File: src/shared/i2c_evt_regs.vh
// Constants of the two-wire bus event block: status field positions,
// fixed address patterns and byte framing.
// Assumes inclusion by bare name from the core files.
`ifndef I2C_EVT_REGS_VH
`define I2C_EVT_REGS_VH

// ****************************************************************
// Status word field positions, used by write-one-to-clear
// ****************************************************************
`define STAT_BUS_IF_BIT    1
`define STAT_ARB_LOST_BIT  4

// ****************************************************************
// Address patterns
// ****************************************************************
`define GEN_CALL_ADDR      7'h00
`define TEN_BIT_PREFIX     5'h1e

// ****************************************************************
// Byte framing
// ****************************************************************
`define BITS_PER_BYTE      4'h8
`define ACK_BIT_COUNT      4'h9
`define BIT_COUNT_RESET    4'h0
`define TOP_BIT_INDEX      3'h7
`define BYTE_RESET         8'h00

`endif

File: src/core/line_sync.v
// Two-stage synchroniser with edge detect for a group of bus lines.
// Assumes lines arrive from outside the clk_sys domain.
`timescale 1ns/10ps
module line_sync #(
	parameter WIDTH = 2
) (
	// Clock and reset
	input  wire             clk_sys,
	input  wire             rstn,
	// Raw lines
	input  wire [WIDTH-1:0] line_in,
	// Synchronised level and edges
	output wire [WIDTH-1:0] level,
	output wire [WIDTH-1:0] rise,
	output wire [WIDTH-1:0] fall
);
	reg [WIDTH-1:0] stage1;
	reg [WIDTH-1:0] stage2;
	reg [WIDTH-1:0] stage3;

	genvar i;
	generate
		for (i = 0; i < WIDTH; i = i + 1) begin : g_line
			// Idle bus lines are high, so reset to high
			always @(posedge clk_sys or negedge rstn) begin
				if (!rstn) begin
					stage1[i] <= 1'b1;
					stage2[i] <= 1'b1;
					stage3[i] <= 1'b1;
				end else begin
					stage1[i] <= line_in[i];
					stage2[i] <= stage1[i];
					stage3[i] <= stage2[i];
				end
			end
			assign level[i] = stage2[i];
			assign rise[i]  = stage2[i] & ~stage3[i];
			assign fall[i]  = ~stage2[i] & stage3[i];
		end
	endgenerate
endmodule // line_sync

File: src/core/addr_match.v
// Calling-address comparator for the slave side of the bus block.
// Assumes the byte is stable while the result is used.
`timescale 1ns/10ps
`include "i2c_evt_regs.vh"
module addr_match (
	// Received byte and setup
	input  wire [7:0] rx_byte,
	input  wire [9:0] own_address,
	input  wire       ten_bit_mode,
	input  wire       general_call_enable,
	input  wire       ten_addressed,
	// Results
	output wire       match_seven,
	output wire       match_general,
	output wire       match_ten_first,
	output wire       match_ten_read,
	output wire       match_ten_second
);
	wire prefix_ok;

	assign prefix_ok = (rx_byte[7:3] == `TEN_BIT_PREFIX) &&
		(rx_byte[2:1] == own_address[9:8]);
	assign match_seven = !ten_bit_mode &&
		(rx_byte[7:1] == own_address[6:0]);
	// General call is answered in both addressing modes
	assign match_general = general_call_enable &&
		(rx_byte[7:1] == `GEN_CALL_ADDR);
	// First extended byte must be a write to start addressing
	assign match_ten_first = ten_bit_mode && prefix_ok &&
		!rx_byte[0];
	assign match_ten_read = ten_bit_mode && prefix_ok && rx_byte[0] &&
		ten_addressed;
	assign match_ten_second = (rx_byte == own_address[7:0]);
endmodule // addr_match

File: src/core/i2c_event_core.v
// Event side of the two-wire bus controller: address match, ack,
// transfer-complete, arbitration-lost and the single interrupt.
// Assumes SCL is made elsewhere; lines are open drain, level seen here.
//
// Function
// - General call matched when enable set
// - General call answered as slave receiver
// - General call not acked when disabled
// - Address byte kept in data register
// - Reset disables; no reset request path
// - One interrupt: flag gated by enable
// - Interrupt flag cleared by writing one
// - Byte done, address match, arbitration set flag
// - Transfer complete at ninth clock fall
// - Addressed flag set on own or general
// - Arbitration loss sets flag and interrupt
// - Master data high sampled low loses
// - Master ack high sampled low loses
// - Start request on busy bus loses
// - Repeated start in slave mode loses
// - Unrequested stop loses arbitration
// - Arbitration flag cleared by writing one
// - Master starts on data write only
// - Interrupt after first extended address byte
// - Extended address prefix checked first
// - Losing master releases SDA, no stop
// - Receiver acks low in ninth bit
`timescale 1ns/10ps
`include "i2c_evt_regs.vh"
module i2c_event_core (
	// Clock and reset
	input  wire       clk_sys,
	input  wire       rstn,
	// Bus lines
	input  wire       scl_in,
	input  wire       sda_in,
	output wire       sda_out,
	output reg        sda_oe,
	// Control bits
	input  wire       module_enable_bit,
	input  wire       bus_interrupt_enable,
	input  wire       general_call_enable,
	input  wire       ten_bit_mode,
	input  wire [9:0] own_address,
	input  wire       master_select_bit,
	input  wire       transmit_select,
	input  wire       ack_disable,
	// Software strobes
	input  wire       start_request,
	input  wire       repeat_start_request,
	input  wire       stop_request,
	input  wire       data_wr,
	input  wire [7:0] data_wdata,
	input  wire       data_rd,
	input  wire       status_wr,
	input  wire [7:0] status_wdata,
	input  wire       control_wr,
	// Status
	output reg        transfer_complete_flag,
	output reg        addressed_as_slave_flag,
	output reg        arbitration_lost_flag,
	output reg        bus_interrupt_flag,
	output reg        slave_direction_bit,
	output reg        bus_busy,
	output reg        master_active,
	output reg  [7:0] bus_data_register,
	output reg        master_launch,
	// Interrupt
	output wire       bus_irq
);
	// ****************************************************************
	// Line synchronisers
	// ****************************************************************
	wire [1:0] lvl;
	wire [1:0] rise;
	wire [1:0] fall;

	line_sync #(.WIDTH(2)) u_sync (
		.clk_sys (clk_sys),
		.rstn    (rstn),
		.line_in ({sda_in, scl_in}),
		.level   (lvl),
		.rise    (rise),
		.fall    (fall)
	);

	wire scl_l     = lvl[0];
	wire sda_l     = lvl[1];
	wire scl_rise  = rise[0];
	wire scl_fall  = fall[0];
	wire start_det = fall[1] & scl_l;
	wire stop_det  = rise[1] & scl_l;

	// ****************************************************************
	// Byte state
	// ****************************************************************
	reg [3:0] bit_cnt;
	reg       in_ack;
	reg [7:0] shift_in;
	reg [7:0] tx_byte;
	reg       first_byte;
	reg       slave_addressed;
	reg       ten_pending;
	reg       ten_addressed;
	reg       stop_pending;
	reg       ack_drive;
	reg       byte_owned;
	reg       pend_gc;
	reg       pend_full;
	reg       pend_dir;

	wire m7;
	wire mgc;
	wire mt1;
	wire mtr;
	wire mt2;

	addr_match u_match (
		.rx_byte             (shift_in),
		.own_address         (own_address),
		.ten_bit_mode        (ten_bit_mode),
		.general_call_enable (general_call_enable),
		.ten_addressed       (ten_addressed),
		.match_seven         (m7),
		.match_general       (mgc),
		.match_ten_first     (mt1),
		.match_ten_read      (mtr),
		.match_ten_second    (mt2)
	);

	// ****************************************************************
	// Ack decision and drive
	// ****************************************************************
	wire slave_tx  = slave_addressed & slave_direction_bit;
	wire master_tx = master_active & (first_byte | transmit_select);
	wire data_ph   = bus_busy & !in_ack & (bit_cnt < `BITS_PER_BYTE);
	wire tx_bit    = tx_byte[`TOP_BIT_INDEX - bit_cnt[2:0]];
	wire addr_hit  = first_byte & !master_active & (m7 | mgc | mt1 | mtr);

	reg next_ack;
	reg next_owned;
	reg next_sda_oe;

	always @* begin
		next_ack   = 1'b0;
		next_owned = 1'b0;
		if (master_active) begin
			next_owned = 1'b1;
			// Master receiver acks data bytes unless told not to
			next_ack = !first_byte & !transmit_select & !ack_disable;
		end else if (addr_hit) begin
			// Disabled general call gets no ack and no ownership
			next_ack   = 1'b1;
			next_owned = 1'b1;
		end else if (ten_pending && !first_byte) begin
			next_ack   = mt2;
			next_owned = mt2;
		end else if (slave_addressed) begin
			next_owned = 1'b1;
			next_ack   = !slave_direction_bit & !ack_disable;
		end
	end
	// SDA moves only while SCL is low, except the release on arb_set or disable, which can come with SCL high and fake a stop
	always @* begin
		next_sda_oe = sda_oe;
		if (!scl_l && data_ph && (master_tx || slave_tx))
			next_sda_oe = !tx_bit;
		else if (!scl_l)
			next_sda_oe = in_ack & ack_drive;
	end
	// Open drain: only ever pulls low
	assign sda_out = 1'b0;

	// ****************************************************************
	// Arbitration events
	// ****************************************************************
	// Driving high means the line is released while we own the bit
	wire arb_data = master_active & scl_rise & data_ph & master_tx &
		tx_bit & !sda_l;
	wire arb_ack  = master_active & scl_rise & in_ack & !first_byte &
		!transmit_select & ack_disable & !sda_l;
	wire arb_start = start_request & master_select_bit &
		(bus_busy | start_det);
	wire arb_rep  = repeat_start_request & !master_active;
	wire arb_stop = stop_det & master_active & !stop_pending;
	wire arb_set  = module_enable_bit &
		(arb_data | arb_ack | arb_start | arb_rep | arb_stop);

	wire byte_end = scl_fall & bus_busy & (bit_cnt == `ACK_BIT_COUNT);
	wire tcf_set  = byte_end & byte_owned;
	wire aas_set  = byte_end & (pend_full | pend_gc);

	// ****************************************************************
	// Bus framing and addressing
	// ****************************************************************
	always @(posedge clk_sys or negedge rstn) begin
		if (!rstn) begin
			// Comes up disabled: nothing driven, nothing owned
			bus_busy            <= 1'b0;
			bit_cnt             <= `BIT_COUNT_RESET;
			in_ack              <= 1'b0;
			shift_in            <= `BYTE_RESET;
			tx_byte             <= `BYTE_RESET;
			first_byte          <= 1'b0;
			slave_addressed     <= 1'b0;
			slave_direction_bit <= 1'b0;
			ten_pending         <= 1'b0;
			ten_addressed       <= 1'b0;
			master_active       <= 1'b0;
			stop_pending        <= 1'b0;
			ack_drive           <= 1'b0;
			byte_owned          <= 1'b0;
			pend_gc             <= 1'b0;
			pend_full           <= 1'b0;
			pend_dir            <= 1'b0;
			bus_data_register   <= `BYTE_RESET;
			master_launch       <= 1'b0;
			sda_oe              <= 1'b0;
		end else if (!module_enable_bit) begin
			bus_busy        <= 1'b0;
			bit_cnt         <= `BIT_COUNT_RESET;
			in_ack          <= 1'b0;
			first_byte      <= 1'b0;
			slave_addressed <= 1'b0;
			ten_pending     <= 1'b0;
			ten_addressed   <= 1'b0;
			master_active   <= 1'b0;
			stop_pending    <= 1'b0;
			ack_drive       <= 1'b0;
			master_launch   <= 1'b0;
			sda_oe          <= 1'b0;
		end else begin
			sda_oe <= next_sda_oe & !arb_set;
			// Transfer runs only once software writes the data
			master_launch <= data_wr & master_active;
			if (data_wr)
				tx_byte <= data_wdata;
			if (start_request && master_select_bit && !arb_start)
				master_active <= 1'b1;
			if (stop_request)
				stop_pending <= 1'b1;
			if (start_det) begin
				bus_busy        <= 1'b1;
				bit_cnt         <= `BIT_COUNT_RESET;
				in_ack          <= 1'b0;
				first_byte      <= 1'b1;
				slave_addressed <= 1'b0;
			end else if (stop_det) begin
				bus_busy        <= 1'b0;
				in_ack          <= 1'b0;
				slave_addressed <= 1'b0;
				ten_pending     <= 1'b0;
				ten_addressed   <= 1'b0;
				master_active   <= 1'b0;
				stop_pending    <= 1'b0;
			end else if (scl_rise && bus_busy) begin
				if (bit_cnt < `BITS_PER_BYTE)
					shift_in <= {shift_in[6:0], sda_l};
				if (bit_cnt < `ACK_BIT_COUNT)
					bit_cnt <= bit_cnt + 4'h1;
			end else if (scl_fall && bus_busy) begin
				if (bit_cnt == `BITS_PER_BYTE) begin
					in_ack     <= 1'b1;
					ack_drive  <= next_ack;
					byte_owned <= next_owned;
					pend_gc    <= addr_hit & mgc & !mt1 & !mtr;
					pend_full  <= addr_hit & (m7 | mtr) |
						(ten_pending & !first_byte & mt2);
					pend_dir   <= shift_in[0] & first_byte & !mgc;
				end else if (bit_cnt == `ACK_BIT_COUNT) begin
					in_ack     <= 1'b0;
					ack_drive  <= 1'b0;
					bit_cnt    <= `BIT_COUNT_RESET;
					first_byte <= 1'b0;
					pend_gc    <= 1'b0;
					pend_full  <= 1'b0;
					if (byte_owned)
						bus_data_register <= shift_in;
					if (pend_full | pend_gc) begin
						slave_addressed     <= 1'b1;
						// General call always makes a receiver
						slave_direction_bit <= pend_dir;
						ten_pending         <= 1'b0;
						if (ten_bit_mode)
							ten_addressed <= 1'b1;
					end else if (first_byte && !master_active &&
						mt1 && byte_owned)
						ten_pending <= 1'b1;
				end
			end
			// Losing master lets go at once, makes no stop
			if (arb_set) begin
				master_active <= 1'b0;
				stop_pending  <= 1'b0;
			end
		end
	end

	// ****************************************************************
	// Event flags and interrupt
	// ****************************************************************
	wire clr_if  = status_wr & status_wdata[`STAT_BUS_IF_BIT];
	wire clr_arb = status_wr & status_wdata[`STAT_ARB_LOST_BIT];

	always @(posedge clk_sys or negedge rstn) begin
		if (!rstn) begin
			transfer_complete_flag  <= 1'b0;
			addressed_as_slave_flag <= 1'b0;
			arbitration_lost_flag   <= 1'b0;
			bus_interrupt_flag      <= 1'b0;
		end else begin
			// Set wins over a same-cycle clear on every flag
			if (tcf_set)
				transfer_complete_flag <= 1'b1;
			else if (data_rd || data_wr)
				transfer_complete_flag <= 1'b0;
			if (aas_set)
				addressed_as_slave_flag <= 1'b1;
			else if (control_wr || !module_enable_bit)
				addressed_as_slave_flag <= 1'b0;
			if (arb_set)
				arbitration_lost_flag <= 1'b1;
			else if (clr_arb)
				arbitration_lost_flag <= 1'b0;
			// Includes the first extended address byte
			if (tcf_set || aas_set || arb_set)
				bus_interrupt_flag <= 1'b1;
			else if (clr_if)
				bus_interrupt_flag <= 1'b0;
		end
	end

	// Single interrupt line; no reset request exists
	assign bus_irq = bus_interrupt_flag & bus_interrupt_enable;
endmodule // i2c_event_core

File: config.mk
export PLATFORM = sky130hd
export DESIGN_NAME = i2c_event_core
export DESIGN_NICKNAME = d
export VERILOG_FILES = /design/src/core/line_sync.v /design/src/core/addr_match.v /design/src/core/i2c_event_core.v
export VERILOG_INCLUDE_DIRS = /design/src /design/src/shared
export SDC_FILE = /design/constraint.sdc
export NUM_CORES = 1
export LEC_CHECK = 0
export BUFFER_PORTS_ARGS = -buffer_cell sky130_fd_sc_hd__buf_2
export CORE_UTILIZATION = 30
export CTS_BUF_LIST = sky130_fd_sc_hd__clkbuf_16
export CTS_CLUSTER_DIAMETER = 30
export DETAILED_ROUTE_END_ITERATION = 8
export SLEW_MARGIN = 20
export SYNTH_ARGS = -nofsm -noshare
export SYNTH_HDL_FRONTEND = slang
export SYNTH_SLANG_ARGS = --single-unit
File: constraint.sdc
create_clock -name clk_sys -period 3.3 [get_ports clk_sys]
set_input_delay 0.165 -clock clk_sys [delete_from_list [all_inputs] [get_ports clk_sys]]
set_output_delay 0.165 -clock clk_sys [all_outputs]
set_load 0.02 [all_outputs]
==> Implementation_results.wiki <==
{| class="wikitable"
! Metric !! Value
|-
| Antenna violations before repair || 0
|-
| Setup skew after layout || 10.2 ps
|-
| Power per unit of standard cell area || 415 mW/mm2
|-
| Cell with the most instances after synthesis || dfrtp_1
|-
| Post-layout min period || 2530 ps
|-
| Quantity of gates resized following cts || 0
|-
| Total number of H-tree levels || 2
|-
| Vertical die dimension || 99.8 um
|-
| Number of warning messages in the yosys log || 0
|-
| Fraction of final layout cells with drive strength greater than 1 || 32.2%
|-
| Wire length of the first global-routing pass || 11400 um
|-
| Port buffer count || 55
|-
| Total routing resource utilization after global routing || 14.6%
|-
| Storage element area || 0.00136 mm2
|-
| Final design area excluding fillers || 0.00338 mm2
|-
| Crit-path slowest cell || dfrtp_1
|-
| Most area-hungry cell type in the Yosys netlist || dfrtp_1
|-
| Top post-synthesis cells by count || dfrtp_1, mux2_2, nand2_1, nor2_1, xnor2_1
|-
| Number of global-route vias before repair || 2271
|-
| Worst min path class || input pin to asynchronous set/reset pin
|-
| Buffer depth of the longest clock path || 2
|-
| Worst-Margin Slew || 948 ps
|-
| Worst rel slew slack || 36.8%
|-
| Width of the chip || 99.8 um
|-
| CP Max Fanout || 11
|-
| Full die area || 0.00995 mm2
|-
| Final period utilization || 76.6%
|-
| Antenna diodes || 0
|-
| Gpl congestion || 0.793
|-
| Setup slack, reg-to-reg || 770 ps
|-
| Count of flip-flops with a built-in enable after synthesis || 0
|-
| Unrepaired setup endpoints after global routing || no
|-
| Worst Path Class, Setup || register to register
|-
| Maxcap violations || 0
|-
| Endpoint type of the worst setup path || register
|-
| Fraction of the yosys area taken by sequential cells || 47.4%
|-
| Number of register bits inferred by synthesis || 54
|-
| Largest stage delay on the critical path || 620 ps
|-
| Nature of the critical path startpoint || register
|-
| Count of boundary I/O pins || 63
|-
| Launching point of the worst reg2reg path || bit_cnt[0]$_DFFE_PN0P_
|-
| Floorplan Core Area || 0.00924 mm2
|-
| Fin nets || 363
|-
| Overflow left after global routing || 0
|-
| F_max || 0.396 GHz
|-
| Number of standard cells after synthesis || 268
|-
| Placed inst area || 0.00322 mm2
|-
| Initial Utilization || 31.0%
|-
| VDD IR max || 184 uV
|-
| Overall via count from detail_route || 2167
|-
| Multi-input gate area || 0.00140 mm2
|-
| Synth top area share || 41.9%
|-
| Syn nets || 315
|-
| Static leakage || 1.52 nW
|-
| Final critical-path setup slack || 773 ps
|-
| Post-Place Setup Slack || 799 ps
|-
| Routed wire length || 6720 um
|-
| Critical path buffers and inverters || 0
|-
| Root cell of the clock tree || clkbuf_16
|-
| Final setup TNS || 0 ps
|-
| Outcome || complete, no violations
|-
| Mapped Area || 0.00287 mm2
|-
| Via density per instance || 4.86
|-
| Num Clock Sinks || 54
|-
| Number of antenna-violating nets in the routed design || 0
|-
| Violation count after the first detailed-route iteration || 101
|-
| Family with the most delay on the worst path || simple AND/OR/NAND/NOR gates
|-
| Count of different cell masters after synthesis || 62
|-
| Total setup violations reported at the end of the flow || 0
|-
| Filler Cells Inserted || 925
|-
| Synth Flop Type || dfrtp_1
|-
| Post-route worst hold slack || 20.8 ps
|-
| Worst skew pair latency || 300 ps
|-
| Synth async-reset ratio || 100%
|-
| Cell types occupying the most area after synthesis || dfrtp_1, mux2_2, dfstp_2
|-
| Num rows || 35
|-
| CTS tree || built
|-
| Most common cell type on the critical path || and4_1
|-
| Hpwl dp || 4960 um
|-
| Iteration count of the initial detailed-routing pass || 4
|-
| Final hold violation count || 0
|-
| Average wire length per cell after detail routing || 15.1 um
|-
| Area added between synthesis and finish || 18.0%
|-
| Pin count of the biggest net entering global routing || 43
|-
| Max-slew violations || 0
|-
| Reg-to-Reg End || bus_data_register[1]$_DFFE_PN0P_
|-
| Data arrival, critical path || 2700 ps
|-
| Reg clk slew, reported paths || 70 ps
|-
| Cell chain of the critical path || ha_1 -> and4_1 -> nand2_1 -> nor2_1 -> and4_1 -> mux2_2
|-
| Synth Area per Inst || 10.7 um2
|-
| Post-route DRC violation count || 0
|-
| Clock buffer count from CTS || 5
|-
| Critical path required time || 3480 ps
|-
| Worst Reg2Reg Path Length in Cells || 6
|}
[worst reg2reg max path, cell delays in order (launching register included)]
cell	delay, ps
dfrtp_1	620
ha_1	310
and4_1	230
nand2_1	150
nor2_1	210
and4_1	510
mux2_2	390
[area by class of cell]
cell class,count,share of cell area (%)
sequential,54,40.2
multi-input combinational,191,41.2
inverter,6,0.666
clock buffer,5,3.70
timing repair buffer,58,8.95
tap,129,4.77
clock inverter,3,0.518
[registers in the layout, indices dropped and copies added, names as in the netlist, 2 cells and up]
name and cells:
u_sync.stage1 2, u_sync.level 2, u_sync.stage3 2, bus_data_register 8, bit_cnt 4, tx_byte 8, shift_in 8
[layout by cell type (no fill, tap or decap), types with 5 or more instances in the layout]
cell type	count
buf_2	55
dfrtp_1	48
mux2_2	24
nand2_1	19
nor2_1	18
xnor2_1	14
nand3_1	12
o21ai_0	10
inv_1	7
nor3_1	7
dfstp_2	6
xor2_1	5
clkbuf_16	5
[worst max-delay path by stage]
stage	start	to	slack, ps	depth (start not counted)
6_report	bit_cnt[0]$_DFFE_PN0P_	bus_data_register[1]$_DFFE_PN0P_	770	6
5_1_grt	bit_cnt[0]$_DFFE_PN0P_	bus_data_register[2]$_DFFE_PN0P_	620	6
4_1_cts	bit_cnt[0]$_DFFE_PN0P_	bus_data_register[2]$_DFFE_PN0P_	800	6
3_5_place_dp	bit_cnt[0]$_DFFE_PN0P_	bus_data_register[7]$_DFFE_PN0P_	800	6
3_3_place_gp	bit_cnt[0]$_DFFE_PN0P_	bus_data_register[3]$_DFFE_PN0P_	850	6
2_1_floorplan	bit_cnt[1]$_DFFE_PN0P_	bus_data_register[0]$_DFFE_PN0P_	1320	8
[kinds of logic after synthesis]
kind of cell / count (synthesis) / synth area share [%]
and+or+nand+nor: 92 / 17.7
DFF: 54 / 47.4
AOI/OAI and AO/OA: 47 / 12.4
muxes: 29 / 11.3
buffers and inverters: 23 / 3.97
xor gates and xnor gates: 19 / 5.80
adders and majority gates: 3 / 1.31
other: 1 / 0.131
[per-layer routing]
| layer | track usage, % | vias to the layer above | share of wire [%] |
|---|---|---|---|
| met4 | 4.07 | 0 | 1.2 |
| met2 | 23.8 | 45 | 46 |
| met5 | 0 | - | 0 |
| met3 | 3.06 | 7 | 4.5 |
| met1 | 19.6 | 1060 | 48 |
| li1 | - | 1055 | - |
[what timing repair did]
action	4_1_cts	5_1_grt
setup buffers	0	0
hold buffers	2	0
hold endpoints to repair	2	0
[power by group]
part	internal (W)	switching, W
sequential	0.000693	0.0000329
combinational	0.0000753	0.0000819
clock	0.000280	0.000240
[per-stage QoR]
step / power, W / cells / utilization [%]
2_1_floorplan: 0.000829 / 268 / -
3_3_place_gp: 0.000893 / 436 / 34.9
3_5_place_dp: 0.000896 / 436 / 34.9
4_1_cts: 0.00142 / 446 / 36.6
5_1_grt: 0.00147 / 446 / 36.6
6_report: 0.00140 / 446 / 36.6
No activity file was read; power rests on OpenSTA's default activity.
